## config.mk

```make
export PLATFORM = sky130hd
export DESIGN_NAME = ubm_uart
export DESIGN_NICKNAME = d
export VERILOG_FILES = /design/src/rtl/ubm_pkg.sv /design/src/rtl/ubm_uart.sv
export SDC_FILE = /design/constraint.sdc
export NUM_CORES = 1
export LEC_CHECK = 0
export BUFFER_PORTS_ARGS = -buffer_cell sky130_fd_sc_hd__buf_2
export CAP_MARGIN = 20
export CORE_MARGIN = 2
export CORE_UTILIZATION = 40
export DETAILED_ROUTE_END_ITERATION = 16
export GPL_TIMING_DRIVEN = 0
export SETUP_SLACK_MARGIN = 0.15
export SLEW_MARGIN = 20
export SYNTH_ARGS = -nofsm -noshare
export SYNTH_HDL_FRONTEND = slang
export SYNTH_SLANG_ARGS = --single-unit
export TNS_END_PERCENT = 50
```

## constraint.sdc

```tcl
create_clock -name clk -period 12.5 [get_ports clk]
set_input_delay 1.25 -clock clk [delete_from_list [all_inputs] [get_ports clk]]
set_output_delay 1.25 -clock clk [all_outputs]
set_load 0.01 [all_outputs]
```

## src/rtl/ubm_pkg.sv

```systemverilog
package ubm_pkg;

	// ==========================================
	// Register offsets (byte addresses)
	localparam logic [7:0] OFS_RXBUF = 8'h00;
	localparam logic [7:0] OFS_TXBUF = 8'h04;
	localparam logic [7:0] OFS_DIVLO = 8'h08;
	localparam logic [7:0] OFS_DIVHI = 8'h0C;
	localparam logic [7:0] OFS_IRQEN = 8'h10;
	localparam logic [7:0] OFS_LINE = 8'h14;
	localparam logic [7:0] OFS_MCTL = 8'h18;
	localparam logic [7:0] OFS_MSTAT = 8'h1C;
	localparam logic [7:0] OFS_SCRATCH = 8'h20;
	localparam logic [7:0] OFS_STATUS = 8'h24;

	// ==========================================
	// Field positions
	localparam int MSR_DCD_CHG = 3;
	localparam int MSR_CTS = 4;
	localparam int MSR_DSR = 5;
	localparam int MSR_RI = 6;
	localparam int MSR_DCD = 7;
	localparam int MC_DTR = 0;
	localparam int MC_RTS = 1;
	localparam int MC_USER_OUTPUT_ONE = 2;
	localparam int MC_USER_OUTPUT_TWO = 3;
	localparam int MC_LOOP = 4;
	localparam int IE_RX = 0;
	localparam int IE_TX = 1;
	localparam int IE_MS = 3;

	// ==========================================
	// Reset values and counts
	localparam logic [15:0] DIV_RESET = 16'h0001;
	localparam logic [7:0] LINE_RESET = 8'h03;
	localparam logic [3:0] OVERSAMPLE = 4'hF;
	localparam logic [3:0] MID_SAMPLE = 4'h7;
	localparam int FIFO_DEPTH = 16;

	// ==========================================
	// Transmit and receive states
	typedef enum logic [3:0]
	{
		TX_IDLE = 4'b0001,
		TX_START = 4'b0010,
		TX_DATA = 4'b0100,
		TX_STOP = 4'b1000
	} ubm_tx_e;

	typedef enum logic [3:0]
	{
		RX_IDLE = 4'b0001,
		RX_START = 4'b0010,
		RX_DATA = 4'b0100,
		RX_STOP = 4'b1000
	} ubm_rx_e;

	// Modem pins grouped
	typedef struct packed
	{
		logic cts;
		logic dsr;
		logic ri;
		logic dcd;
	} ubm_modem_s;

endpackage

```

## src/rtl/ubm_uart.sv

```systemverilog
`timescale 1ns/10ps
// Contract
// RQ1 - Carrier change sets flag, may interrupt
// RQ2 - Status bit4 is inverted CTS, loop RTS
// RQ3 - Status bit5 is inverted DSR, loop DTR
// RQ4 - Status bit6 is inverted RI, loop USER_OUTPUT_ONE
// RQ5 - Status bit7 is inverted DCD, loop USER_OUTPUT_TWO
// RQ6 - Divide reference by 1 to 65535
// RQ7 - Generator output is sixteen times bitrate
// RQ8 - Software divisor equals reference over rate*16
// RQ9 - Divisor held in two 8-bit latches
// RQ10 - Software loads both latches at initialisation
// RQ11 - Latch write reloads baud counter at once
// RQ12 - Receive buffer is 16-byte FIFO, rx clock
// RQ13 - Receive shifter assembles serial input characters
// RQ14 - Received data interrupt cleared on read
// RQ15 - Framing taken from line control register
// RQ16 - Scratchpad stores byte, affects nothing
// RQ17 - Transmit buffer 16-byte FIFO, baud timed
// RQ18 - Idle shifter takes next byte, shifts out
// RQ19 - Holding-empty interrupt cleared by CPU load
// RQ20 - Status read clears change flags
// RQ21 - Loopback routes control outputs to inputs
// RQ22 - Holding-empty set on transfer, cleared on write
// RQ23 - Baud counter counts down, reloads, pulses
module ubm_uart
#(
	parameter int DEPTH = ubm_pkg::FIFO_DEPTH
)
(
	input wire logic clk, // System clock
	input wire logic rst, // Async reset, high
	input wire logic clkEn, // Freezes all state when low
	input wire logic psel, // APB select
	input wire logic penable, // APB enable
	input wire logic pwrite, // APB direction
	input wire logic [7:0] paddr, // APB byte address
	input wire logic [31:0] pwdata, // APB write data
	output logic [31:0] prdata, // APB read data
	output logic pready, // APB ready
	output logic pslverr, // APB error
	input wire logic rxClkEn, // Receive 16x tick
	input wire logic serialInput, // Serial data in
	output logic serialOutput, // Serial data out
	input wire ubm_pkg::ubm_modem_s modemIn_n, // Modem inputs, low active
	output logic dtrOut_n, // Terminal ready pin
	output logic rtsOut_n, // Request to send pin
	output logic userOutputOne_n, // User output one pin
	output logic userOutputTwo_n, // User output two pin
	output logic baudClockOut, // 16x tick out
	output logic irq // Interrupt, high
);
	import ubm_pkg::*;

	initial
	begin
		if (DEPTH < 2 || DEPTH > 256)
			$error("DEPTH out of range");
	end

	localparam int AW = $clog2(DEPTH);

	// ==========================================
	// State record
	typedef struct packed
	{
		logic [7:0] divLo;
		logic [7:0] divHi;
		logic [15:0] baudCnt;
		logic baudTick;
		logic [7:0] irqEn;
		logic [7:0] lineCtl;
		logic [7:0] modemCtl;
		logic [7:0] scratch;
		logic dcdChanged;
		logic dcdPrev;
		logic txEmpty;
		ubm_tx_e txState;
		logic [3:0] txTick;
		logic [3:0] txBit;
		logic [7:0] txShift;
		logic txLine;
		logic [AW:0] txWp;
		logic [AW:0] txRp;
		ubm_rx_e rxState;
		logic [3:0] rxTick;
		logic [3:0] rxBit;
		logic [7:0] rxShift;
		logic [AW:0] rxWp;
		logic [AW:0] rxRp;
		logic rdWait; // Read wait state taken
		logic [31:0] rdata;
	} ubm_state_s;

	ubm_state_s st_r;
	ubm_state_s st_nxt;
	logic [7:0] txMem [DEPTH];
	logic [7:0] rxMem [DEPTH];

	// Derived values
	logic access;
	logic wrAcc;
	logic rdAcc;
	logic rdTake;
	logic loopOn;
	logic [3:0] msrLevels;
	logic dcdNow;
	logic [3:0] dataBits;
	logic parityOn;
	logic txFifoEmpty;
	logic txFifoFull;
	logic rxFifoEmpty;
	logic rxFifoFull;
	logic txPush;
	logic txPop;
	logic rxPush;
	logic rxPop;
	logic rxIn;
	logic [15:0] divisor;

	// ==========================================
	// Bus decode and modem view
	always_comb
	begin
		access = psel && penable;
		wrAcc = access && pwrite;
		rdAcc = access && !pwrite;
		// First read access cycle latches data and waits;
		// pops and clears happen only here, never twice
		rdTake = rdAcc && !st_r.rdWait;
		loopOn = st_r.modemCtl[MC_LOOP];
		divisor = {st_r.divHi, st_r.divLo}; // RQ9
		// Loopback substitutes control bits for pins
		if (loopOn) // RQ21
			msrLevels = {st_r.modemCtl[MC_USER_OUTPUT_TWO], st_r.modemCtl[MC_USER_OUTPUT_ONE],
				st_r.modemCtl[MC_DTR], st_r.modemCtl[MC_RTS]}; // RQ2 RQ3 RQ4 RQ5
		else
			msrLevels = {~modemIn_n.dcd, ~modemIn_n.ri,
				~modemIn_n.dsr, ~modemIn_n.cts}; // RQ2 RQ3 RQ4 RQ5
		dcdNow = msrLevels[3];
		// Framing from line control
		dataBits = 4'h5 + {2'b00, st_r.lineCtl[1:0]}; // RQ15
		parityOn = st_r.lineCtl[3];
		txFifoEmpty = st_r.txWp == st_r.txRp;
		txFifoFull = st_r.txWp == {~st_r.txRp[AW], st_r.txRp[AW-1:0]};
		rxFifoEmpty = st_r.rxWp == st_r.rxRp;
		rxFifoFull = st_r.rxWp == {~st_r.rxRp[AW], st_r.rxRp[AW-1:0]};
		txPush = wrAcc && paddr == OFS_TXBUF && !txFifoFull;
		rxPop = rdTake && paddr == OFS_RXBUF && !rxFifoEmpty;
		txPop = st_r.txState == TX_IDLE && st_r.baudTick && !txFifoEmpty;
		rxIn = loopOn ? st_r.txLine : serialInput;
		rxPush = rxClkEn && st_r.rxState == RX_STOP && st_r.rxTick == MID_SAMPLE
			&& !rxFifoFull;
	end

	// ==========================================
	// Next-state logic
	always_comb
	begin
		st_nxt = st_r;
		// Register writes
		if (wrAcc)
		begin
			if (paddr == OFS_DIVLO)
				st_nxt.divLo = pwdata[7:0]; // RQ9
			else if (paddr == OFS_DIVHI)
				st_nxt.divHi = pwdata[7:0]; // RQ9
			else if (paddr == OFS_IRQEN)
				st_nxt.irqEn = pwdata[7:0];
			else if (paddr == OFS_LINE)
				st_nxt.lineCtl = pwdata[7:0];
			else if (paddr == OFS_MCTL)
				st_nxt.modemCtl = {3'b000, pwdata[4:0]};
			else if (paddr == OFS_SCRATCH)
				st_nxt.scratch = pwdata[7:0]; // RQ16
		end
		// Baud counter counts down and reloads
		st_nxt.baudTick = 1'b0;
		if (wrAcc && (paddr == OFS_DIVLO || paddr == OFS_DIVHI))
			st_nxt.baudCnt = paddr == OFS_DIVLO
				? {st_r.divHi, pwdata[7:0]} : {pwdata[7:0], st_r.divLo}; // RQ11
		else if (st_r.baudCnt <= 16'h0001)
		begin
			st_nxt.baudCnt = divisor; // RQ6 RQ23
			st_nxt.baudTick = 1'b1; // RQ7 RQ23
		end
		else
			st_nxt.baudCnt = st_r.baudCnt - 16'h0001; // RQ23
		// Carrier change flag; set beats read clear
		st_nxt.dcdPrev = dcdNow;
		if (rdTake && paddr == OFS_MSTAT)
			st_nxt.dcdChanged = 1'b0; // RQ20
		if (dcdNow != st_r.dcdPrev)
			st_nxt.dcdChanged = 1'b1; // RQ1
		// Holding empty flag
		if (txPush)
			st_nxt.txEmpty = 1'b0; // RQ22
		else if (txPop && st_r.txWp == st_r.txRp + 1'b1)
			st_nxt.txEmpty = 1'b1; // RQ22
		// Transmit FIFO pointers
		if (txPush)
			st_nxt.txWp = st_r.txWp + 1'b1; // RQ17
		if (txPop)
			st_nxt.txRp = st_r.txRp + 1'b1; // RQ17
		// Transmit shifter, timed by baud tick
		if (st_r.baudTick)
		begin
			case (st_r.txState)
				TX_IDLE:
				begin
					st_nxt.txLine = 1'b1;
					if (!txFifoEmpty)
					begin
						st_nxt.txShift = txMem[st_r.txRp[AW-1:0]]; // RQ18
						st_nxt.txState = TX_START;
						st_nxt.txTick = 4'h0;
						st_nxt.txLine = 1'b0;
					end
				end
				TX_START:
				begin
					st_nxt.txTick = st_r.txTick + 4'h1;
					if (st_r.txTick == OVERSAMPLE)
					begin
						st_nxt.txState = TX_DATA;
						st_nxt.txBit = 4'h0;
						st_nxt.txLine = st_r.txShift[0]; // RQ18
					end
				end
				TX_DATA:
				begin
					st_nxt.txTick = st_r.txTick + 4'h1;
					if (st_r.txTick == OVERSAMPLE)
					begin
						st_nxt.txBit = st_r.txBit + 4'h1;
						st_nxt.txShift = {1'b0, st_r.txShift[7:1]};
						if (st_r.txBit + 4'h1 == dataBits)
						begin
							st_nxt.txState = TX_STOP;
							st_nxt.txLine = parityOn
								? ~(^(st_r.txShift & 8'hFF) ^ st_r.lineCtl[4])
								: 1'b1;
						end
						else
							st_nxt.txLine = st_r.txShift[1]; // RQ18
					end
				end
				TX_STOP:
				begin
					st_nxt.txTick = st_r.txTick + 4'h1;
					if (st_r.txTick == OVERSAMPLE)
					begin
						st_nxt.txLine = 1'b1;
						st_nxt.txState = TX_IDLE;
					end
				end
				default:
					st_nxt.txState = TX_IDLE;
			endcase
		end
		// Receive shifter on 16x receive tick
		if (rxClkEn) // RQ12
		begin
			st_nxt.rxTick = st_r.rxTick + 4'h1;
			case (st_r.rxState)
				RX_IDLE:
				begin
					st_nxt.rxTick = 4'h0;
					if (!rxIn)
						st_nxt.rxState = RX_START;
				end
				RX_START:
					if (st_r.rxTick == MID_SAMPLE)
					begin
						st_nxt.rxTick = 4'h0;
						st_nxt.rxBit = 4'h0;
						st_nxt.rxState = rxIn ? RX_IDLE : RX_DATA;
					end
				RX_DATA:
					if (st_r.rxTick == OVERSAMPLE)
					begin
						st_nxt.rxShift = {rxIn, st_r.rxShift[7:1]}; // RQ13
						st_nxt.rxBit = st_r.rxBit + 4'h1;
						if (st_r.rxBit + 4'h1 == dataBits)
							st_nxt.rxState = RX_STOP;
					end
				RX_STOP:
					if (st_r.rxTick == MID_SAMPLE)
						st_nxt.rxState = RX_IDLE;
				default:
					st_nxt.rxState = RX_IDLE;
			endcase
		end
		if (rxPush)
			st_nxt.rxWp = st_r.rxWp + 1'b1; // RQ12 RQ13
		if (rxPop)
			st_nxt.rxRp = st_r.rxRp + 1'b1; // RQ14
		// Read data, latched in the wait cycle and held
		// so it stands at the completing edge
		st_nxt.rdWait = rdTake;
		if (rdTake)
		begin
			st_nxt.rdata = 32'h0000_0000;
			if (paddr == OFS_RXBUF)
				st_nxt.rdata[7:0] = rxMem[st_r.rxRp[AW-1:0]];
			else if (paddr == OFS_DIVLO)
				st_nxt.rdata[7:0] = st_r.divLo;
			else if (paddr == OFS_DIVHI)
				st_nxt.rdata[7:0] = st_r.divHi;
			else if (paddr == OFS_IRQEN)
				st_nxt.rdata[7:0] = st_r.irqEn;
			else if (paddr == OFS_LINE)
				st_nxt.rdata[7:0] = st_r.lineCtl;
			else if (paddr == OFS_MCTL)
				st_nxt.rdata[7:0] = st_r.modemCtl;
			else if (paddr == OFS_MSTAT)
				st_nxt.rdata[7:0] = {msrLevels, st_r.dcdChanged, 3'b000};
			else if (paddr == OFS_SCRATCH)
				st_nxt.rdata[7:0] = st_r.scratch; // RQ16
			else if (paddr == OFS_STATUS)
				st_nxt.rdata[7:0] = {5'b00000, !rxFifoEmpty,
					st_r.txEmpty && st_r.txState == TX_IDLE, st_r.txEmpty};
		end
	end

	// ==========================================
	// State register
	always_ff @(posedge clk or posedge rst)
	begin
		if (rst)
		begin
			st_r <= '0;
			st_r.divLo <= DIV_RESET[7:0];
			st_r.baudCnt <= DIV_RESET;
			st_r.lineCtl <= LINE_RESET;
			st_r.txEmpty <= 1'b1;
			st_r.txState <= TX_IDLE;
			st_r.txLine <= 1'b1;
			st_r.rxState <= RX_IDLE;
		end
		else if (clkEn)
			st_r <= st_nxt;
	end

	// FIFO storage
	always_ff @(posedge clk)
	begin
		if (clkEn && txPush)
			txMem[st_r.txWp[AW-1:0]] <= pwdata[7:0]; // RQ17
		if (clkEn && rxPush)
			rxMem[st_r.rxWp[AW-1:0]] <= st_r.rxShift; // RQ12
	end

	// ==========================================
	// Outputs
	always_comb
	begin
		prdata = st_r.rdata;
		pready = !rdTake; // Reads take one wait state
		pslverr = access && !rdTake && paddr > OFS_STATUS;
		serialOutput = loopOn ? 1'b1 : st_r.txLine;
		dtrOut_n = loopOn || !st_r.modemCtl[MC_DTR];
		rtsOut_n = loopOn || !st_r.modemCtl[MC_RTS];
		userOutputOne_n = loopOn || !st_r.modemCtl[MC_USER_OUTPUT_ONE];
		userOutputTwo_n = loopOn || !st_r.modemCtl[MC_USER_OUTPUT_TWO];
		baudClockOut = st_r.baudTick; // RQ7
		irq = (st_r.irqEn[IE_RX] && !rxFifoEmpty) // RQ14
			|| (st_r.irqEn[IE_TX] && st_r.txEmpty) // RQ19
			|| (st_r.irqEn[IE_MS] && st_r.dcdChanged); // RQ1
	end

endmodule // ubm_uart

```

==> flow_metrics.env <==
export IMPL_root_buffer="clkbuf_16"
export IMPL_die_area_um2=46300
export IMPL_cp_end_kind="output pin"
export IMPL_synth_top_cell_by_area="edfxtp_1"
export IMPL_required_ns=11.25
export IMPL_hold_viol=0
export IMPL_grt_pass1_wl_um=67200
export IMPL_design_core_area_um2=44100
export IMPL_grt_ovfl_total=0
export IMPL_yosys_top_cells_area="edfxtp_1 (43%), dfrtp_1 (18%), mux4_2 (8.6%), mux2_2 (3.8%), xnor2_1 (1.7%)"
export IMPL_cts_tree="yes"
export IMPL_drive_above_1_share=0.233
export IMPL_fin_worst_skew_ns=0.0228
export IMPL_synth_main_ff_cell="edfxtp_1"
export IMPL_status="finished, final reports clean"
export IMPL_ff2ff_setup_slack_ns=9.35
export IMPL_rsz0062_at_grt="false"
export IMPL_nFillCells=3990
export IMPL_die_h_um=215
export IMPL_ant_nets=0
export IMPL_slew_headroom=0.250
export IMPL_die_w_um=215
export IMPL_period_needed_ns=4.33
export IMPL_h_tree_depth=2
export IMPL_cts_made_buffers=43
export IMPL_clock_sinks=391
export IMPL_synth_commonest_cells="edfxtp_1 (256), dfrtp_1 (127), nor2_1 (79)"
export IMPL_start_kind="input port"
export IMPL_nets=1444
export IMPL_irDropWorstVdd_uv=107
export IMPL_ctsResizeCount=0
export IMPL_synthToLayoutAreaGrowth_pct=14.0
export IMPL_ys_async_sr_fraction=0.345
export IMPL_drv_cap=0
export IMPL_ys_types=80
export IMPL_netlist_instances=1259
export IMPL_dp_hpwl_um=30000
export IMPL_post_cts_repair_setup_buffers=0
export IMPL_yosysMostFrequentCell="edfxtp_1"
export IMPL_first_pass_iters=5
export IMPL_dp_cells=1922
export IMPL_ys_warn_count=0
export IMPL_grt_max_degree=76
export IMPL_drc=0
export IMPL_clk_pin_slew_worst_paths_ns=0.05
export IMPL_wire_per_inst_um=22.0
export IMPL_cp_data_arrival_time_ns=3.08
export IMPL_start_util=0.405
export IMPL_ys_seq_area_frac=0.620
export IMPL_critPathMaxFanout=8
export IMPL_hold_buffers=0
export IMPL_final_cells=2005
export IMPL_hold_depth=1
export IMPL_routed_wirelength_um=44100
export IMPL_synth_area_um2=17900
export IMPL_cts_buffer_depth=3
export IMPL_first_iter_violations=877
export IMPL_worstMarginPinSlew_ns=1.12
export IMPL_vias=11000
export IMPL_whs_endpoint="st_r[42]$_DFFE_PP0P_"
export IMPL_finalHoldWorstSlack_ns=0.491
export IMPL_gp_congestion=0.841
export IMPL_crit_type="input port to output pin"
export IMPL_synth_edf_count=256
export IMPL_slew_violations=0
export IMPL_synth_top_cell_area_share=0.431
export IMPL_finalCritPeriodShare=0.347
export IMPL_fin_tns_setup_ns=0
export IMPL_synth_seq_cells=391
export IMPL_grt_pass1_vias=10900
export IMPL_track_usage=0.190
export IMPL_power_density_nw_per_um2=140
export IMPL_p_leak_nw=7.43
export IMPL_fmax_ghz=0.231
export IMPL_reg2reg_depth=6
export IMPL_clk_latency_ns=0.58
export IMPL_hold_path_class="register to register"
export IMPL_viasPerCell=5.51
export IMPL_portBuffers=43
export IMPL_r2r_start="st_r[41]$_DFFE_PP0P_"
export IMPL_std_cell_rows=77
export IMPL_boundaryPins=93
export IMPL_r2r_end="rxMem[5][3]$_DFFE_PP_"
export IMPL_syn_avg_cell_area_um2=14.2
export IMPL_antenna_found_initial=3
export IMPL_setup_viol_count_final=0
export IMPL_hp_start="st_r[42]$_DFFE_PP0P_"
-- per-stage QoR --
step | util | instance area (um2) | worst slack (ns) | total power [W]
CTS | 0.461 | 20300 | 8.20 | 0.00289
global route | 0.461 | 20300 | 8.15 | 0.00296
global placement | 0.428 | 18900 | 5.82 | 0.00165
floorplan | - | 17900 | 7.65 | 0.00160
finish | 0.461 | 20300 | 8.17 | 0.00286
detailed placement | 0.431 | 19000 | 8.19 | 0.00166
-- registers in the layout, summed over array words and instances (netlist names) --
register,cells
st_r,108
parityOn,1
rxMem,128
txMem,128
loopOn,1
prdata,8
divisor,16
baudClockOut,1
-- power by group --
| part | internal, W | total (W) | leakage, nW | switching [W] |
|---|---|---|---|---|
| sequential | 0.00141 | 0.00144 | 4.05 | 0.0000342 |
| clock | 0.000697 | 0.00122 | 0.659 | 0.000523 |
| combinational | 0.0000804 | 0.000198 | 2.73 | 0.000118 |
-- layout make-up --
class / count / area, um2 / share of cell area
clock buffer: 56 / 1160 / 0.0568
multi-input combinational: 766 / 6270 / 0.308
sequential: 391 / 11100 / 0.544
clock inverter: 24 / 184 / 0.00904
antenna: 3 / 7.51 / 0.000369
buffer: 92 / 515 / 0.0253
tap: 592 / 741 / 0.0364
timing repair buffer: 48 / 273 / 0.0134
inverter: 33 / 131 / 0.00646
-- cells in the final DEF, fill, tap and decap left out, types with 7 or more instances in the layout --
master / count
a211oi_1: 15
a21oi_1: 38
a31oi_1: 15
buf_1: 9
buf_2: 59
buf_4: 37
clkbuf_1: 42
clkbuf_16: 44
clkinv_1: 11
clkinv_2: 7
conb_1: 24
dfrtp_1: 127
dfstp_2: 8
edfxtp_1: 256
ha_1: 17
inv_1: 31
mux2_2: 61
mux2i_1: 23
mux4_2: 68
nand2_1: 75
nand2b_1: 15
nand3_1: 36
nand4_1: 11
nor2_1: 79
nor2b_1: 12
nor3_1: 15
nor3_2: 9
o211ai_1: 7
o21ai_0: 53
o221ai_1: 7
o22ai_1: 21
xnor2_1: 35
xor2_1: 23
-- metal layers --
metal  routed length [um]  track usage
met5                    0            0
met4                 1330       0.0699
met3                 2490       0.0317
met2                21800        0.319
met1                18500        0.250
-- worst max-delay path by stage --
stage	from	end	slack [ns]	cells past startpoint
floorplan	rst	baudClockOut$_DFFE_PP0P_	7.65	1
global placement	rst	st_r[144]$_DFFE_PP0P_	5.82	2
detailed placement	clkEn	txMem[15][5]$_DFFE_PP_	8.19	7
CTS	paddr[1]	pslverr	8.20	7
global route	paddr[1]	pslverr	8.15	7
finish	paddr[1]	pslverr	8.17	7
-- critical path: stages --
cell,delay [ns]
buf_2,0.13
or2_2,0.29
clkbuf_1,0.27
a211o_1,0.36
a211oi_1,0.49
nor3_1,0.12
buf_2,0.17
-- cell families after synthesis --
group / Yosys count / synth area share
AOI/OAI and AO/OA: 217 / 0.0806
buffers and inverters: 125 / 0.0358
DFF: 391 / 0.620
muxes: 152 / 0.137
and+or+nand+nor: 298 / 0.0856
adders and majority gates: 17 / 0.0119
other: 1 / 0.000210
xor gates and xnor gates: 58 / 0.0285
Power figures use the tool's default switching activity.
